--- config.mk ---
export PLATFORM = sky130hd
export DESIGN_NAME = reset_power_control
export DESIGN_NICKNAME = d
export VERILOG_FILES = /design/src/pkg/rpm_pkg.sv /design/src/core/reset_power_control.sv /design/src/core/level_sync.sv
export SDC_FILE = /design/constraint.sdc
export NUM_CORES = 1
export LEC_CHECK = 0
export BUFFER_PORTS_ARGS = -buffer_cell sky130_fd_sc_hd__buf_2
export CORE_MARGIN = 2
export CORE_UTILIZATION = 49
export DETAILED_ROUTE_END_ITERATION = 7
export PLACE_DENSITY = 0.81
export REMOVE_ABC_BUFFERS = 1
export SYNTH_ARGS = -nofsm -noshare
export SYNTH_HDL_FRONTEND = slang
export SYNTH_SLANG_ARGS = --single-unit
--- constraint.sdc ---
create_clock -name pclk -period 2.25 [get_ports pclk]
set_input_delay 0.225 -clock pclk [delete_from_list [all_inputs] [get_ports pclk]]
set_output_delay 0.225 -clock pclk [all_outputs]
set_load 0.01 [all_outputs]
--- src/pkg/rpm_pkg.sv ---
// Constants, register map and bus carrier types for the reset and power
// mode controller. Assumes a 200 MHz APB clock and 32-bit APB data.
package rpm_pkg;

    ////////////////////////////////////////////////////////////////////////
    // Timing
    localparam int unsigned CLK_PERIOD_PS = 5000;
    localparam int unsigned POR_DELAY_NS  = 1000;
    localparam int unsigned HOLD_CYCLES   = 4;
    localparam int unsigned CNT_W         = 16;

    ////////////////////////////////////////////////////////////////////////
    // Register indices; byte address is four times the index
    localparam int unsigned ADDR_W       = 12;
    localparam logic [7:0]  PMC_INDEX    = 8'h87;
    localparam logic [7:0]  SMC_INDEX    = 8'hFF;
    localparam logic [7:0]  RSS_INDEX    = 8'hEF;

    // Power mode control fields
    localparam int unsigned PMC_FLAG_LSB = 2;
    localparam int unsigned PMC_FLAG_W   = 6;
    localparam int unsigned PMC_STOP_BIT = 1;
    localparam int unsigned PMC_IDLE_BIT = 0;
    localparam logic [7:0]  PMC_RESET    = 8'h00;

    // Supply monitor control fields
    localparam int unsigned SMC_EN_BIT   = 7;
    localparam int unsigned SMC_STAT_BIT = 6;
    localparam int unsigned SMC_LVL_BIT  = 5;

    // Reset source fields
    localparam int unsigned RSS_POR_BIT  = 1;
    localparam int unsigned RSS_SOFT_BIT = 4;

    ////////////////////////////////////////////////////////////////////////
    // Values presented to the rest of the chip
    localparam logic [7:0]  PORT_LATCH_RESET = 8'hFF;
    localparam logic [15:0] BOOT_ADDRESS     = 16'h0000;
    localparam logic [3:0]  WATCHDOG_DIV     = 4'hC;

    ////////////////////////////////////////////////////////////////////////
    // Bus carriers
    typedef struct packed {
        logic              psel;
        logic              penable;
        logic              pwrite;
        logic [ADDR_W-1:0] paddr;
        logic [31:0]       pwdata;
    } apb_req_type;

    typedef struct packed {
        logic [31:0] prdata;
        logic        pready;
        logic        pslverr;
    } apb_rsp_type;

endpackage

--- src/core/reset_power_control.sv ---
// Reset sequencing, supply monitor control and idle/stop mode control,
// with its registers on APB. Assumes presetn is the power-on reset, the
// supply monitor and regulator levels arrive asynchronously, and the core
// signals on the same clock.
`timescale 1ns/1ps

////////////////////////////////////////////////////////////////////////////
module reset_power_control #(
    parameter int unsigned POR_DELAY_NS = rpm_pkg::POR_DELAY_NS,
    parameter int unsigned HOLD_CYCLES  = rpm_pkg::HOLD_CYCLES
) (
    input  wire logic                 pclk,
    input  wire logic                 presetn,
    input  wire rpm_pkg::apb_req_type apb_req,
    output rpm_pkg::apb_rsp_type      apb_rsp,
    input  wire logic                 supply_above_pin,
    input  wire logic                 regulator_low_pin,
    input  wire logic                 flash_write_attempt,
    input  wire logic                 irq_pending,
    input  wire logic                 instr_done,
    output logic                      reset_pin_o,
    output logic                      reset_pin_oe,
    output logic                      core_reset,
    output logic                      port_latch_force,
    output logic [7:0]                port_latch_value,
    output logic                      weak_pullup_en,
    output logic                      cpu_clk_en,
    output logic                      osc_enable,
    output logic                      clock_internal_sel,
    output logic                      watchdog_enable,
    output logic [3:0]                watchdog_div,
    output logic                      fetch_start,
    output logic [15:0]               fetch_address
);

    localparam int unsigned CNT_W = rpm_pkg::CNT_W;
    // Least time, rounded up to whole cycles
    localparam int unsigned POR_CYC_RAW =
        (POR_DELAY_NS * 1000 + rpm_pkg::CLK_PERIOD_PS - 1)
        / rpm_pkg::CLK_PERIOD_PS;
    localparam int unsigned POR_CYCLES = (POR_CYC_RAW < 1) ? 1 : POR_CYC_RAW;
    localparam int unsigned HOLD_CYC   = (HOLD_CYCLES < 1) ? 1 : HOLD_CYCLES;
    localparam logic [CNT_W-1:0] POR_LOAD  = CNT_W'(POR_CYCLES - 1);
    localparam logic [CNT_W-1:0] HOLD_LOAD = CNT_W'(HOLD_CYC - 1);

    initial begin
        if (POR_CYCLES > 4096 || HOLD_CYC >= (1 << CNT_W)) begin
            $error("reset_power_control: delay count out of range");
        end
    end

    typedef enum logic [2:0] {
        S_POR_WAIT,
        S_POR_DELAY,
        S_RUN,
        S_IDLE,
        S_STOP,
        S_MON_HOLD,
        S_SOFT_HOLD,
        S_STUCK
    } mode_type;

    typedef struct packed {
        mode_type                        mode;
        logic [CNT_W-1:0]                count;
        logic [rpm_pkg::PMC_FLAG_W-1:0]  flags;
        logic                            idle_req;
        logic                            stop_req;
        logic                            mon_enable;
        logic                            mon_level;
        logic                            mon_select;
        logic                            poweron_flag;
        rpm_pkg::apb_rsp_type            rsp;
        logic                            pin_oe;
        logic                            core_reset;
        logic                            cpu_clk_en;
        logic                            osc_enable;
        logic                            watchdog_enable;
        logic                            fetch_start;
    } state_type;

    state_type st;
    state_type next_st;

    logic       supply_above;
    logic       regulator_low;

    level_sync #(
        .WIDTH   (2)
    ) pin_sync (
        .pclk    (pclk),
        .presetn (presetn),
        .async_in({supply_above_pin, regulator_low_pin}),
        .sync_out({supply_above, regulator_low})
    );

    ////////////////////////////////////////////////////////////////////////
    // Helpers

    function automatic logic [7:0] reg_index(
        input logic [rpm_pkg::ADDR_W-1:0] addr
    );
        reg_index = addr[9:2];
    endfunction

    function automatic logic reg_hit(input logic [rpm_pkg::ADDR_W-1:0] addr);
        logic [7:0] idx;
        idx     = reg_index(addr);
        reg_hit = (addr[1:0] == 2'h0) && (addr[11:10] == 2'h0) &&
                  (idx == rpm_pkg::PMC_INDEX || idx == rpm_pkg::SMC_INDEX ||
                   idx == rpm_pkg::RSS_INDEX);
    endfunction

    // Register reset on any reset entry; monitor state survives
    function automatic state_type enter_reset(
        input state_type s,
        input mode_type  m,
        input logic      keep_por
    );
        state_type r;
        r              = s;
        r.mode         = m;
        r.count        = HOLD_LOAD;
        r.flags        = rpm_pkg::PMC_RESET[7:2];
        r.idle_req     = 1'b0;
        r.stop_req     = 1'b0;
        r.poweron_flag = keep_por & s.poweron_flag;
        enter_reset    = r;
    endfunction

    // Release path shared by monitor, flash and soft resets
    function automatic state_type leave_reset(
        input state_type s,
        input logic      level_high,
        input logic      reg_low
    );
        state_type r;
        r = s;
        if (level_high && reg_low) begin
            r.mode = S_STUCK;
        end else begin
            r.mode        = S_RUN;
            r.fetch_start = 1'b1;
        end
        leave_reset = r;
    endfunction

    ////////////////////////////////////////////////////////////////////////
    // Next state

    logic [7:0] rd_byte;
    logic       setup;
    logic       wr_en;
    logic [7:0] wr_idx;
    logic       mon_trip;
    logic       flash_err;
    logic       soft_req;
    logic [1:0] mode_set;    // Fresh request beats the entry clear

    always_comb begin
        next_st             = st;
        next_st.fetch_start = 1'b0;
        setup  = apb_req.psel && !apb_req.penable;
        wr_idx = reg_index(apb_req.paddr);
        wr_en  = apb_req.psel && apb_req.penable && st.rsp.pready &&
                 apb_req.pwrite && !st.rsp.pslverr;
        soft_req = 1'b0;
        mode_set = apb_req.pwdata[1:0] &
                   {2{wr_en && wr_idx == rpm_pkg::PMC_INDEX}};

        // Bus answers in the cycle after setup
        rd_byte = 8'h00;
        unique case (wr_idx)
            rpm_pkg::PMC_INDEX: rd_byte = {st.flags, 2'b00};
            rpm_pkg::SMC_INDEX: rd_byte = {st.mon_enable,
                                           supply_above,
                                           st.mon_level, 5'h00};
            rpm_pkg::RSS_INDEX: rd_byte = {6'h00, st.poweron_flag, 1'b0};
            default:            rd_byte = 8'h00;
        endcase
        next_st.rsp.pready  = setup;
        next_st.rsp.pslverr = setup && !reg_hit(apb_req.paddr);
        next_st.rsp.prdata  = (setup && reg_hit(apb_req.paddr) &&
                               !apb_req.pwrite) ? {24'h000000, rd_byte}
                                                : 32'h00000000;

        if (wr_en) begin
            unique case (wr_idx)
                rpm_pkg::PMC_INDEX: begin
                    next_st.flags = apb_req.pwdata[7:2];
                    next_st.stop_req |= mode_set[rpm_pkg::PMC_STOP_BIT];
                    next_st.idle_req |= mode_set[rpm_pkg::PMC_IDLE_BIT];
                end
                rpm_pkg::SMC_INDEX: begin
                    next_st.mon_enable = apb_req.pwdata[rpm_pkg::SMC_EN_BIT];
                    next_st.mon_level  = apb_req.pwdata[rpm_pkg::SMC_LVL_BIT];
                end
                rpm_pkg::RSS_INDEX: begin
                    // Selecting early may trip at once
                    next_st.mon_select = apb_req.pwdata[rpm_pkg::RSS_POR_BIT];
                    soft_req = apb_req.pwdata[rpm_pkg::RSS_SOFT_BIT];
                end
                default: begin
                end
            endcase
        end

        mon_trip  = st.mon_enable && st.mon_select && !supply_above;
        flash_err = flash_write_attempt &&
                    !(st.mon_enable && st.mon_level);

        unique case (st.mode)
            S_POR_WAIT: begin
                if (supply_above) begin
                    next_st.mode  = S_POR_DELAY;
                    next_st.count = POR_LOAD;
                end
            end
            S_POR_DELAY: begin
                if (!supply_above) begin
                    next_st.mode = S_POR_WAIT;
                end else if (st.count == '0) begin
                    next_st.mode         = S_RUN;
                    next_st.poweron_flag = 1'b1;
                    next_st.fetch_start  = 1'b1;
                end else begin
                    next_st.count = st.count - 1'b1;
                end
            end
            S_RUN, S_IDLE, S_STOP: begin
                if (mon_trip) begin
                    next_st = enter_reset(next_st, S_MON_HOLD, 1'b0);
                end else if (flash_err || soft_req) begin
                    next_st = enter_reset(next_st, S_SOFT_HOLD, 1'b0);
                end else if (st.mode == S_RUN && instr_done &&
                             st.stop_req) begin
                    next_st.mode     = S_STOP;
                    next_st.stop_req = mode_set[rpm_pkg::PMC_STOP_BIT];
                    next_st.idle_req = mode_set[rpm_pkg::PMC_IDLE_BIT];
                end else if (st.mode == S_RUN && instr_done &&
                             st.idle_req) begin
                    next_st.mode     = S_IDLE;
                    next_st.idle_req = mode_set[rpm_pkg::PMC_IDLE_BIT];
                end else if (st.mode == S_IDLE && irq_pending) begin
                    next_st.mode = S_RUN;
                end
            end
            S_MON_HOLD: begin
                // No power-on delay on this path
                if (supply_above) begin
                    next_st = leave_reset(next_st, st.mon_level,
                                          regulator_low);
                end
            end
            S_SOFT_HOLD: begin
                if (st.count == '0) begin
                    next_st = leave_reset(next_st,
                                          st.mon_enable && st.mon_level,
                                          regulator_low);
                end else begin
                    next_st.count = st.count - 1'b1;
                end
            end
            S_STUCK: begin
                // Only a power-on reset clears this
                next_st.mode = S_STUCK;
            end
        endcase

        // Registered outputs follow the next mode
        next_st.core_reset = !(next_st.mode inside {S_RUN, S_IDLE, S_STOP});
        next_st.pin_oe     = next_st.mode inside
                             {S_POR_WAIT, S_POR_DELAY, S_MON_HOLD,
                              S_STUCK};
        next_st.cpu_clk_en = next_st.mode == S_RUN;
        next_st.osc_enable = next_st.mode != S_STOP;
        next_st.watchdog_enable = !next_st.core_reset &&
                                  next_st.mode != S_STOP;
    end

    ////////////////////////////////////////////////////////////////////////
    // State register

    always_ff @(posedge pclk or negedge presetn) begin
        if (!presetn) begin
            st              <= '0;
            st.mode         <= S_POR_WAIT;
            st.mon_enable   <= 1'b1;
            st.mon_level    <= 1'b0;
            st.mon_select   <= 1'b1;
            st.pin_oe       <= 1'b1;
            st.core_reset   <= 1'b1;
            st.osc_enable   <= 1'b1;
        end else begin
            st <= next_st;
        end
    end

    ////////////////////////////////////////////////////////////////////////
    // Outputs, straight from the state register or tied to constants

    assign apb_rsp            = st.rsp;
    assign reset_pin_o        = 1'b0;
    assign reset_pin_oe       = st.pin_oe;
    // Core reset also resets the stack pointer; data memory is untouched
    assign core_reset         = st.core_reset;
    assign port_latch_force   = st.core_reset;
    assign port_latch_value   = rpm_pkg::PORT_LATCH_RESET;
    assign weak_pullup_en     = 1'b1;
    assign cpu_clk_en         = st.cpu_clk_en;
    assign osc_enable         = st.osc_enable;
    assign clock_internal_sel = 1'b1;
    assign watchdog_enable    = st.watchdog_enable;
    assign watchdog_div       = rpm_pkg::WATCHDOG_DIV;
    assign fetch_start        = st.fetch_start;
    assign fetch_address      = rpm_pkg::BOOT_ADDRESS;

endmodule

--- src/core/level_sync.sv ---
// Two-flop synchroniser for asynchronous level inputs.
// Assumes the inputs are slow levels; no pulse is guaranteed to survive.
`timescale 1ns/1ps
module level_sync #(
    parameter int unsigned WIDTH = 1
) (
    input  wire logic             pclk,
    input  wire logic             presetn,
    input  wire logic [WIDTH-1:0] async_in,
    output logic      [WIDTH-1:0] sync_out
);

    initial begin
        if (WIDTH < 1) begin
            $error("level_sync: WIDTH must be at least 1");
        end
    end

    logic [WIDTH-1:0] stage1;

    always_ff @(posedge pclk or negedge presetn) begin
        if (!presetn) begin
            stage1   <= '0;
            sync_out <= '0;
        end else begin
            stage1   <= async_in;
            sync_out <= stage1;
        end
    end

endmodule

==> run summary, run 1 <==
After floorplanning, the core was divided into 29 placement rows. Compared with the post-synthesis result, the final layout area differs by 7.09%. STA classifies the critical path startpoint as a flip-flop. The worst-case IR drop observed on VDD is 0.000829 V. The register bit count reported by yosys was 50. The tools report the final-report hold violation count as 0.

For this run, design rule violations remaining after detail routing come to 0. Async set-or-reset flop fraction in the synthesized netlist: 100%. The number of I/O port buffers is 45, and the clock-pin slew on the worst setup and hold paths is 90 ps.

Adding up every negative setup slack in the final design gives 0 ps. The clock arrives with 7.49 ps of skew. The logs give 50 for the number of sinks handled by clock tree synthesis and 18.3% for the total routing resource utilization after global routing. The logs give 30 for the maximum number of pins on one net before global-route repair and 0 for the remaining number of nets flagged by the antenna check after routing. Classification of the worst-slack hold path: input pin to flip-flop. Classification of the worst setup path: flip-flop to flip-flop. The master cell of the clock root buffer was sky130_fd_sc_hd__clkbuf_8. The average wire per cell in the routed design works out to 13.9 um. After the last flow step, the layout net total stands at 426. Counting tap cells, the placed design contains a total of 439 instances.

Initial antenna violation count: 0. Measured along the y axis, the die boundary spans 83.8 um. The run gives 486 MHz as the top achievable clock speed. TritonCTS built the clock tree. After layout, the worst path uses 91.5% of the clock period. Of the cells placed in the final design, the portion with a size suffix greater than 1 is 24.5%.

The number of filler cells placed in the layout was 558. For the area of the die, the log shows 7030 um2. The detail-routed via count per cell works out to 5.46. Measured along the x axis, the die boundary spans 83.8 um.

Each instance of the synthesized netlist takes up on average 9.61 um2. At the end of routability-driven placement, the weighted congestion stood at 0.851. The highest net fanout along the worst path works out to 14.

The number of pins with negative max-slew slack in the final report was 0; the worst-case clock buffer depth was 2. The area share of the largest cell type after synthesis is 36.1%. For the synthesized instance count, the log shows 325. The number of distinct library cells after synthesis was 59.

Once the clock tree was built, the setup fixing pass inserted 0 buffers. Across all layers, the routed design uses 2,448 vias. Dividing total power by cell area gives a power density of 1220 nW/um2. Summing every instance area after synthesis gives 3120 um2.

Setup repair after global routing left no endpoint under its margin. The top cell types in the final layout, fill and taps aside, are 56 x sky130_fd_sc_hd__conb_1, 45 x sky130_fd_sc_hd__buf_2, 44 x sky130_fd_sc_hd__dfrtp_1, 32 x sky130_fd_sc_hd__nor2_1, 15 x sky130_fd_sc_hd__a21oi_1. For the worst setup path, the data arrival time is 2270 ps. The analysis attributes to cell leakage a power of 1.69 nW.

Data on the critical path is required at its endpoint by 2460 ps. STA classifies the critical path endpoint as a flip-flop. The tools report the clock latency on the worst-skew pair as 310 ps.

Yosys printed 0 warnings. The core region is 6240 um2. 126 I/O pins were placed. The wire-length estimate of the detail-placed layout is 4660 um. Setup violations remaining at the end of the flow were counted as 0. Total inserted antenna cells: 0. The leading cell type in the layout, fill and taps excluded was sky130_fd_sc_hd__conb_1. The share of the yosys chip area belonging to registers was 40.3%. The synthesized design contains 0 enable-type register cells.

The tools report the total grt overflow as 0. Most used flip-flop cell after synthesis: sky130_fd_sc_hd__dfrtp_1. The run finished with clean final reports.

Measured against its own limit, the worst slew margin works out to 60.0%. The length of the first detailed-routing pass in iterations is 4, and the transition time of the tightest slew-check pin is 595 ps. The final standard cell count with taps included and fillers excluded was 448; the initial detailed-routing violation count was 192.

The H-tree was split into 2 levels. The logs give 10,500 um for the global-route wire length before repair and 0 for the number of maximum-capacitance violations. For the total detailed-routing wirelength, the log shows 6220 um. In the post-synthesis netlist, the biggest area contributors are sky130_fd_sc_hd__dfrtp_1 36%, sky130_fd_sc_hd__buf_4 16%, sky130_fd_sc_hd__dfstp_2 4.2%.

Once the floorplan was initialized, standard cells occupied 50.0% of the core. Library cell with the largest summed area after synthesis: sky130_fd_sc_hd__dfrtp_1. Clock buffer count from CTS: 5.

At the end of the flow the core is filled with cells to 53.6%. The via count of the first global-routing pass is 2,332, and the clock period minus worst slack is 2060 ps.
[critical path, cell delays in order, from the launching register on]
cell                       delay [ps]
sky130_fd_sc_hd__dfstp_2          580
sky130_fd_sc_hd__nand3b_1         170
sky130_fd_sc_hd__nand2b_1         170
sky130_fd_sc_hd__o31ai_2           80
sky130_fd_sc_hd__buf_4            190
sky130_fd_sc_hd__or3_1            510
sky130_fd_sc_hd__o31ai_2          270
[area by class of cell]
cell class	instances	area, um2	area share (%)
Multi-Input combinational cell	246	1500	44.9
Inverter	8	30.0	0.898
Sequential cell	50	1260	37.6
Timing Repair Buffer	59	345	10.3
Clock inverter	3	43.8	1.31
Clock buffer	5	68.8	2.06
Tap cell	77	96.3	2.88
[power by group]
part           switching, mW  total [mW]  internal (mW)  leakage, nW
registers              0.250        1.38           1.13        0.654
clock network          0.302       0.635          0.333       0.0585
logic                   1.21        2.07          0.863        0.982
total                   1.76        4.09           2.33         1.69
[state kept, by name, indices dropped and copies added, names as in the netlist, 2 cells and up]
signal / count
pin_sync.stage1: 2
pin_sync.sync_out: 2
apb_rsp: 9
st: 31
[metal layers]
metal / vias up / GRT usage [%] / wire length, um
met5: - / 0 / 0
met4: 0 / 6.74 / 110
met3: 11 / 3.96 / 429
met2: 106 / 31.0 / 3070
met1: 1194 / 23.1 / 2620
li1: 1137 / - / -
[cell families (layout without fill, tap and decap cells)]
| logic type | Yosys count | count (layout) | synth area share, % |
|---|---|---|---|
| AOI/OAI and AO/OA | 72 | 72 | 16.5 |
| adders and majority gates | 2 | 2 | 0.801 |
| DFF | 50 | 50 | 40.3 |
| buffers and inverters | 83 | 75 | 18.5 |
| muxes | 11 | 11 | 3.65 |
| and+or+nand+nor | 105 | 105 | 20.0 |
| other | 2 | 56 | 0.240 |
[per-stage QoR]
step | worst slack [ps] | power (mW) | instance area (um2) | hold WS [ps]
5_1_grt | 57.4 | 4.42 | 3340 | 7.96
2_1_floorplan | 185 | 2.73 | 2780 | -70.6
3_5_place_dp | 145 | 3.40 | 3210 | 223
6_report | 191 | 4.09 | 3340 | 26.9
4_1_cts | 116 | 4.06 | 3330 | 19.7
3_3_place_gp | 194 | 3.33 | 3210 | 220
[cells in the mapped netlist (3+ instances only)]
cell / number
sky130_fd_sc_hd__a21o_1: 3
sky130_fd_sc_hd__a21oi_1: 15
sky130_fd_sc_hd__a31oi_1: 4
sky130_fd_sc_hd__a32oi_1: 3
sky130_fd_sc_hd__and3_1: 5
sky130_fd_sc_hd__and3b_1: 3
sky130_fd_sc_hd__buf_2: 3
sky130_fd_sc_hd__buf_4: 66
sky130_fd_sc_hd__clkbuf_1: 4
sky130_fd_sc_hd__dfrtp_1: 45
sky130_fd_sc_hd__dfstp_2: 5
sky130_fd_sc_hd__inv_1: 8
sky130_fd_sc_hd__mux2_2: 3
sky130_fd_sc_hd__mux2i_1: 8
sky130_fd_sc_hd__nand2_1: 12
sky130_fd_sc_hd__nand2b_1: 4
sky130_fd_sc_hd__nand3_1: 5
sky130_fd_sc_hd__nor2_1: 32
sky130_fd_sc_hd__nor3_1: 9
sky130_fd_sc_hd__o21ai_0: 11
sky130_fd_sc_hd__o31ai_1: 15
sky130_fd_sc_hd__o41ai_2: 3
sky130_fd_sc_hd__or3_1: 6
sky130_fd_sc_hd__or4_1: 3
[timing repair]
action / in CTS / in global routing
hold buffers: 1 / 0
hold endpoints to repair: 45 / 0
resized for setup: 0 / 4
endpoints found under the setup margin: 0 / 2
[path summary, 6_finish.rpt]
path | from | end | slack [ps] | depth (start not counted)
min in group asynchronous | presetn | st[47] | 450 | 3
worst max-delay path | st[43] | st[55] | 190 | 6
worst max register to register | st[43] | st[55] | 190 | 6
max in group asynchronous | presetn | reset_pin_oe | 1450 | 3
worst min-delay path | supply_above_pin | pin_sync.stage1[1] | 30 | 1
worst min register to register | pin_sync.stage1[0] | pin_sync.sync_out[0] | 360 | 0
No activity file was read; power rests on OpenSTA's default activity.
==> run 2, diff against run 1 <==
- CORE_ASPECT_RATIO: default -> 0.8
==> run 2 against run 1 <==
  * Non-clock buffer count is 4 higher
  * Clock power is 20% higher
  * Highest routed layer unchanged
  * Wire length is 2.4% higher
  * Largest power group unchanged
  * Hold slack better by 0.55 ps
  * Power is 4.9% higher
==> run summary, run 2 (synthesized netlist as in run 1, its figures left out) <==
The tools report the final standard cell count with taps included and fillers excluded as 456 (was 448). The core region area came out at 6040 um2 (was 6240 um2). Startpoint kind of the worst setup timing path: a flip-flop (unchanged). The max-slew headroom at the worst pin was 57.9% (was 60.0%); the highest net fanout along the worst path was 12 (was 14). The count of buffer and inverter cells on the critical path works out to 2 (was 1).

The clock period minus worst slack works out to 2130 ps (was 2060 ps). The share of the clock period used by the worst path after layout is 94.9% (was 91.5%). The slowest cell on the critical path was sky130_fd_sc_hd__dfrtp_1 (was sky130_fd_sc_hd__dfstp_2). The initial detailed-routing violation count is 210 (was 192), and the fraction of layout cells with a size suffix above 1 is 25.1% (was 24.5%). For the number of sinks handled by clock tree synthesis, the log shows 50 (unchanged).

The number of maximum-capacitance violations came out at 0 (unchanged). The site row count is 25 (was 29), and the final worst clock skew is 6.01 ps (was 7.49 ps). The power density over cell area was 1260 nW/um2 (was 1220 nW/um2); the layout-stage area growth over the synthesis result was 9.13% (was 7.09%).

The tools report the number of pins with negative max-slew slack in the final report as 0 (unchanged). Capture point of the worst reg-to-reg path: st[64] (was st[55]). The leakage component of the power was 1.73 nW (was 1.69 nW); the number of I/O port buffers was 45 (unchanged). The run gives 430 (was 426) as the final net count. Clock latency on the worst-skew pair: 300 ps (was 310 ps). The run gives 126 (unchanged) as the number of top-level pins. The initial antenna violation count came out at 0 (unchanged).

The type of element capturing the critical path was a flip-flop (unchanged). The most prevalent standard cell on the critical path was sky130_fd_sc_hd__buf_4 (was sky130_fd_sc_hd__o31ai_2). The die height was 75.4 um (was 83.8 um). Detail-routed via count per cell: 5.27 (was 5.46).

The total inserted antenna cells was 0 (unchanged); the path length in cells of the critical path was 7 (was 6). Placed wire-length estimate: 4820 um (was 4660 um). The transition time of the tightest slew-check pin works out to 631 ps (was 595 ps).

For the footprint of the multi-input gates, the log shows 1500 um2 (unchanged). Leading cell type in the layout, fill and taps excluded: sky130_fd_sc_hd__conb_1 (unchanged). The run gives 2,128 (was 2,332) as the via count of the first global-routing pass. The tools report the maximum number of pins on one net before global-route repair as 27 (was 30). Most frequent cells in the layout: 56 x sky130_fd_sc_hd__conb_1, 45 x sky130_fd_sc_hd__dfrtp_1, 45 x sky130_fd_sc_hd__buf_2, 32 x sky130_fd_sc_hd__nor2_1, 16 x sky130_fd_sc_hd__buf_4 (was 56 x sky130_fd_sc_hd__conb_1, 45 x sky130_fd_sc_hd__buf_2, 44 x sky130_fd_sc_hd__dfrtp_1, 32 x sky130_fd_sc_hd__nor2_1, 15 x sky130_fd_sc_hd__a21oi_1).

The worst path setup slack after routing is 115 ps (was 191 ps), and the length of the first detailed-routing pass in iterations is 5 (was 4). The delay contributed by the slowest stage of the critical path works out to 410 ps (was 580 ps). The classification of the worst-slack hold path is input pin to flip-flop (unchanged).

Master cell of the clock root buffer: sky130_fd_sc_hd__clkbuf_8 (unchanged). The remaining routing DRC violations is 0 (unchanged), and the total grt overflow is 0 (unchanged). The die outline width is 93.3 um (was 83.8 um), and the clock-pin slew on the worst setup and hold paths is 90 ps (about the same). The classification of the worst setup path is flip-flop to flip-flop (unchanged).

The tools report the worst vdd rail ir drop as 0.000595 V (was 0.000829 V). The tools report the total number of vias as 2,405 (was 2,448). Launch point of the worst reg-to-reg path: apb_rsp[0] (was st[43]).

The global-route wire length before repair was 10,200 um (was 10,500 um); the flip-flop count of the largest register, all copies and words added was 31 (unchanged). The remaining number of nets flagged by the antenna check after routing was 0 (unchanged); the top achievable clock speed was 468 MHz (was 486 MHz). The top cell family by delay on the critical path was simple AND/OR/NAND/NOR gates (unchanged). The starting density of the core is 51.7% (was 50.0%). The logs give 2440 ps (was 2460 ps) for the required arrival time at the worst endpoint and 0.903 (was 0.851) for the routability congestion estimate. The final-report hold violation count came out at 0 (unchanged). Final setup TNS: 0 ps (unchanged).

The launching element of the worst setup path was apb_rsp[0] (was st[43]). The run gives 7030 um2 (about the same) as the area of the die. Setup repair after global routing left no endpoint under its margin.

The pre-CTS setup slack was -1.25 ps (was 145 ps); the number of filler cells placed in the layout was 522 (was 558). The reg-to-reg setup timing slack is 120 ps (was 190 ps), and the H-tree level count is 2 (unchanged). The cell count after placement was 446 (was 439); the flip-flop and latch area was 1260 um2 (about the same). The average wire per cell in the routed design was 14.0 um (was 13.9 um). The run finished with clean final reports.

The worst-case clock buffer depth was 2 (unchanged); the number of setup violations in the final report was 0 (unchanged). The number of instances on the worst hold path was 1 (unchanged). The register name with the most flops is st (unchanged). The arrival time at the worst endpoint came out at 2320 ps (was 2270 ps). The tools report the endpoint of the most critical setup path as st[64] (was st[55]). Total detailed-routing wirelength: 6370 um (was 6220 um). Ordered cell list for the critical path: nand4bb_1 -> nor4_4 -> o31ai_2 -> buf_4 -> buf_4 -> or3_1 -> a32o_1 (was nand3b_1 -> nand2b_1 -> o31ai_2 -> buf_4 -> or3_1 -> o31ai_2). For the total routing resource utilization after global routing, the log shows 18.4% (was 18.3%). The clock buffer count from CTS was 5 (unchanged). TritonCTS built the clock tree. The cell count of the worst reg-to-reg path works out to 7 (was 6).
==> run 2: metrics by stage <==
step / total power, mW / instance area, um2 / util, % / hold slack (ps)
finish: 4.29 / 3410 / 56.5 / 27.5
global route: 4.59 / 3410 / 56.5 / 10.2
CTS: 4.25 / 3390 / 56.1 / 19.4
detailed placement: 3.45 / 3240 / 53.6 / 273
global placement: 3.39 / 3240 / 53.6 / 260
floorplan: 2.73 / 2780 / - / -70.6
==> run 2: timing repair <==
action | 4_1_cts | 5_1_grt
hold endpoints to repair | 25 | 0
setup buffers | 0 | 1
hold buffers | 1 | 0
gates resized for setup | 0 | 2
setup endpoints to repair | 0 | 10
==> run 2: worst min path at each step <==
stage | from | to
after global placement | presetn | st[45]
after global routing | supply_above_pin | pin_sync.stage1[1]
after CTS | supply_above_pin | pin_sync.stage1[1]
after floorplan | presetn | apb_rsp[0]
after detailed placement | presetn | st[45]
final | supply_above_pin | pin_sync.stage1[1]
==> run 2: final cells by class <==
| type | instances | area share [%] |
|---|---|---|
| Clock inverter | 2 | 1.76 |
| Sequential cell | 50 | 36.9 |
| Clock buffer | 6 | 2.42 |
| Multi-Input combinational cell | 246 | 44.1 |
| Inverter | 8 | 0.881 |
| Tap cell | 81 | 2.97 |
| Timing Repair Buffer | 63 | 11.0 |
==> run 2: per-layer routing <==
metal / up-vias / part of all wire [%] / global-route usage [%] / routed length [um]
met2: 119 / 44 / 28.0 / 2830
met5: - / 0 / 0 / 0
met1: 1145 / 47 / 27.4 / 2980
li1: 1139 / - / - / -
met3: 2 / 8.1 / 3.46 / 516
met4: 0 / 0.66 / 4.41 / 42
==> run 2: worst register-to-register path: stages, from the launching register on <==
cell and delay (ps):
sky130_fd_sc_hd__dfrtp_1 410, sky130_fd_sc_hd__nand4bb_1 230, sky130_fd_sc_hd__nor4_4 300, sky130_fd_sc_hd__o31ai_2 140
sky130_fd_sc_hd__buf_4 190, sky130_fd_sc_hd__buf_4 170, sky130_fd_sc_hd__or3_1 380, sky130_fd_sc_hd__a32o_1 210
==> run 2: power by group <==
group          total (mW)  internal [mW]  switching, mW
combinational        2.14          0.893           1.25
sequential           1.38           1.13          0.256
clock               0.765          0.474          0.291
==> run 3, diff against run 2 <==
- HOLD_SLACK_MARGIN: default -> 0.1
==> run 3 against run 2 <==
  * Highest routed layer unchanged
  * Sequential share of layout area fell by 0.22 points
  * Non-clock buffer count rose by 2
  * Critical endpoint is now cpu_clk_en
  * Via count rose by 1.3%
  * Die area did not move
  * Clock power barely moved
  * Power rose by 0.40%
  * Sequential power barely moved
  * Clock skew barely moved
==> run summary, run 3 (synthesized netlist as in run 1, its figures left out) <==
The run finished with clean final reports. Capture point of the worst reg-to-reg path: cpu_clk_en (was st[64]). Leading cell type in the layout, fill and taps excluded: sky130_fd_sc_hd__conb_1 (unchanged). The logs give 1.81 mW (was 1.79 mW) for the total net switching power and 0 (unchanged) for the number of maximum-capacitance violations. Worst-case clock buffer depth: 2 (unchanged). The clock latency on the worst-skew pair came out at 300 ps (about the same).

The clock period minus worst slack is 2180 ps (was 2130 ps), and the part of the power in registers is 32.2% (was 32.3%). The endpoint of the worst hold path was st[43] (was pin_sync.stage1[1]). The highest signal layer in the routed design is met4 (unchanged). The routability congestion estimate was 0.903 (unchanged); the detail-routed via count per cell was 5.32 (was 5.27). Relative contribution of combinational cells to total power: 50.0% (was 49.9%). The logs give 2,436 (was 2,405) for the total number of vias and 2420 ps (was 2320 ps) for the arrival time at the worst endpoint. The fraction of layout cells with a size suffix above 1 is 24.9% (was 25.1%). The maximum number of pins on one net before global-route repair was 27 (unchanged). The die height is 75.4 um (unchanged). The leakage component of the power was 1.74 nW (was 1.73 nW); the required arrival time at the worst endpoint was 2500 ps (was 2440 ps). The clock-pin slew on the worst setup and hold paths works out to 90 ps (about the same). Footprint of the multi-input gates: 1500 um2 (unchanged). The met1 wire length was 3000 um (was 2980 um); the total routing resource utilization after global routing was 18.4% (about the same). The number of instances on the worst hold path works out to 2 (was 1). The total grt overflow came out at 0 (unchanged). Reg-to-reg setup timing slack: 70 ps (was 120 ps). The tools report the global-route wire length before repair as 10,200 um (about the same). Die outline width: 93.3 um (unchanged). The worst path setup slack after routing was 73.0 ps (was 115 ps); the number of pins with negative max-slew slack in the final report was 0 (unchanged).

The tools report the via count of the first global-routing pass as 2,136 (was 2,128). The final net count came out at 432 (was 430). Worst vdd rail ir drop: 0.000596 V (was 0.000595 V). The final hold slack was 165 ps (was 27.5 ps); the highest net fanout along the worst path was 6 (was 12). Type of element capturing the critical path: a flip-flop (unchanged). The tools report the final setup TNS as 0 ps (unchanged).

The run gives 4.31 mW (was 4.29 mW) as the total chip power. Master cell of the clock root buffer: sky130_fd_sc_hd__clkbuf_8 (unchanged). Setup repair after global routing left no endpoint under its margin. The share of the clock period used by the worst path after layout came out at 96.8% (was 94.9%). The number of filler cells placed in the layout came out at 522 (unchanged).

The logs give 1260 um2 (unchanged) for the flip-flop and latch area and 6.41 ps (was 6.01 ps) for the final worst clock skew. The area of the die was 7030 um2 (unchanged). The cell count of the worst reg-to-reg path works out to 7 (unchanged).

The tools report the hold path startpoint as apb_req[7] (was supply_above_pin). The site row count was 25 (unchanged). The initial detailed-routing violation count was 225 (was 210); the starting density of the core was 51.7% (unchanged). For the remaining number of nets flagged by the antenna check after routing, the log shows 0 (unchanged).

The logs give 6450 um (was 6370 um) for the total detailed-routing wirelength and 50 (unchanged) for the number of sinks handled by clock tree synthesis. Total length of routed met3 wires: 562 um (was 516 um). TritonCTS built the clock tree. Startpoint kind of the worst setup timing path: a flip-flop (unchanged).

The logs give 2 (unchanged) for the H-tree level count and 4820 um (unchanged) for the placed wire-length estimate. The classification of the worst setup path is flip-flop to flip-flop (unchanged). The run gives 0 (unchanged) as the total inserted antenna cells. The launch point of the worst reg-to-reg path was st[62] (was apb_rsp[0]). For the number of setup violations in the final report, the log shows 0 (unchanged). The tools report the max-slew headroom at the worst pin as 57.6% (was 57.9%).

Most frequent cells in the layout: 56 x sky130_fd_sc_hd__conb_1, 45 x sky130_fd_sc_hd__dfrtp_1, 45 x sky130_fd_sc_hd__buf_2, 32 x sky130_fd_sc_hd__nor2_1, 16 x sky130_fd_sc_hd__buf_4 (unchanged). The logs give 0 (unchanged) for the remaining routing DRC violations and 0 (unchanged) for the initial antenna violation count. The register name with the most flops was st (unchanged).

The average wire per cell in the routed design works out to 14.1 um (was 14.0 um). The layout-stage area growth over the synthesis result was 9.78% (was 9.13%); the power density over cell area was 1260 nW/um2 (about the same). Share of total power consumed by net switching: 42.0% (was 41.8%). The number of I/O port buffers was 45 (unchanged). The run gives 2.50 mW (about the same) as the internal power summed over all cells. The tools report the length of the first detailed-routing pass in iterations as 5 (unchanged). The run gives -1.25 ps (unchanged) as the pre-CTS setup slack. The transition time of the tightest slew-check pin is 636 ps (was 631 ps). The tools report the top achievable clock speed as 459 MHz (was 468 MHz).

Classification of the worst-slack hold path: input pin to flip-flop (unchanged). The number of top-level pins was 126 (unchanged); the final-report hold violation count was 0 (unchanged). The flip-flop count of the largest register, all copies and words added was 31 (unchanged). For the core region area, the log shows 6040 um2 (unchanged).

The wire length on met2 is 2830 um (unchanged), and the cell count after placement is 446 (unchanged). The run gives 17.8% (about the same) as the fraction of power consumed by the clock network. The logs give 5 (unchanged) for the clock buffer count from CTS and 458 (was 456) for the final standard cell count with taps included and fillers excluded.
-- run 3: worst max-delay path by stage --
stage                            from          to  slack (ps)  depth (start not counted)
after floorplan                st[43]      st[55]         190                          5
after global placement    apb_req[41]      st[66]         120                          7
after detailed placement  apb_req[41]      st[57]          -1                          7
after CTS                  apb_rsp[0]      st[66]          20                          6
after global routing           st[62]  cpu_clk_en          10                          7
final                          st[62]  cpu_clk_en          70                          7
-- run 3: layout make-up --
cell class              instances  area share, %
clock buffers                   6           2.41
clock inverters                 2           1.75
inverters                       8          0.876
multi-input cells             246           43.8
flip-flops and latches         50           36.7
well taps                      81           2.96
repair buffers                 65           11.5
-- run 3: metal layers --
layer | up-vias | GRT usage (%)
met1 | 1155 | 27.3
met4 | 0 | 4.41
li1 | 1143 | -
met5 | - | 0
met3 | 9 | 3.46
met2 | 129 | 28.1
-- run 3: power by group through the flow --
stage	Sequential (mW)	Combinational (mW)	Clock, mW
floorplan	1.36	1.36	0
global placement	1.38	2.01	0
detailed placement	1.39	2.07	0
CTS	1.37	2.10	0.780
global route	1.43	2.34	0.829
finish	1.38	2.15	0.768
-- run 3: critical path, stage by stage, from the launching register on --
cell and delay (ps):
sky130_fd_sc_hd__dfrtp_1 450, sky130_fd_sc_hd__nor4_1 500, sky130_fd_sc_hd__nand4_1 240, sky130_fd_sc_hd__buf_4 230
sky130_fd_sc_hd__mux2i_1 130, sky130_fd_sc_hd__o32ai_1 270, sky130_fd_sc_hd__buf_4 190, sky130_fd_sc_hd__and2_1 110
-- run 3: through the flow --
step	instance area, um2	util (%)
2_1_floorplan	2780	-
5_1_grt	3430	56.8
3_5_place_dp	3240	53.6
4_1_cts	3410	56.5
6_report	3430	56.8
3_3_place_gp	3240	53.6
-- run 3: what timing repair did --
action                     CTS  global route
hold endpoints to repair    27             0
buffers inserted             0             1
setup endpoints to repair    0            10
gates resized for setup      0             2
hold buffers                 3             0
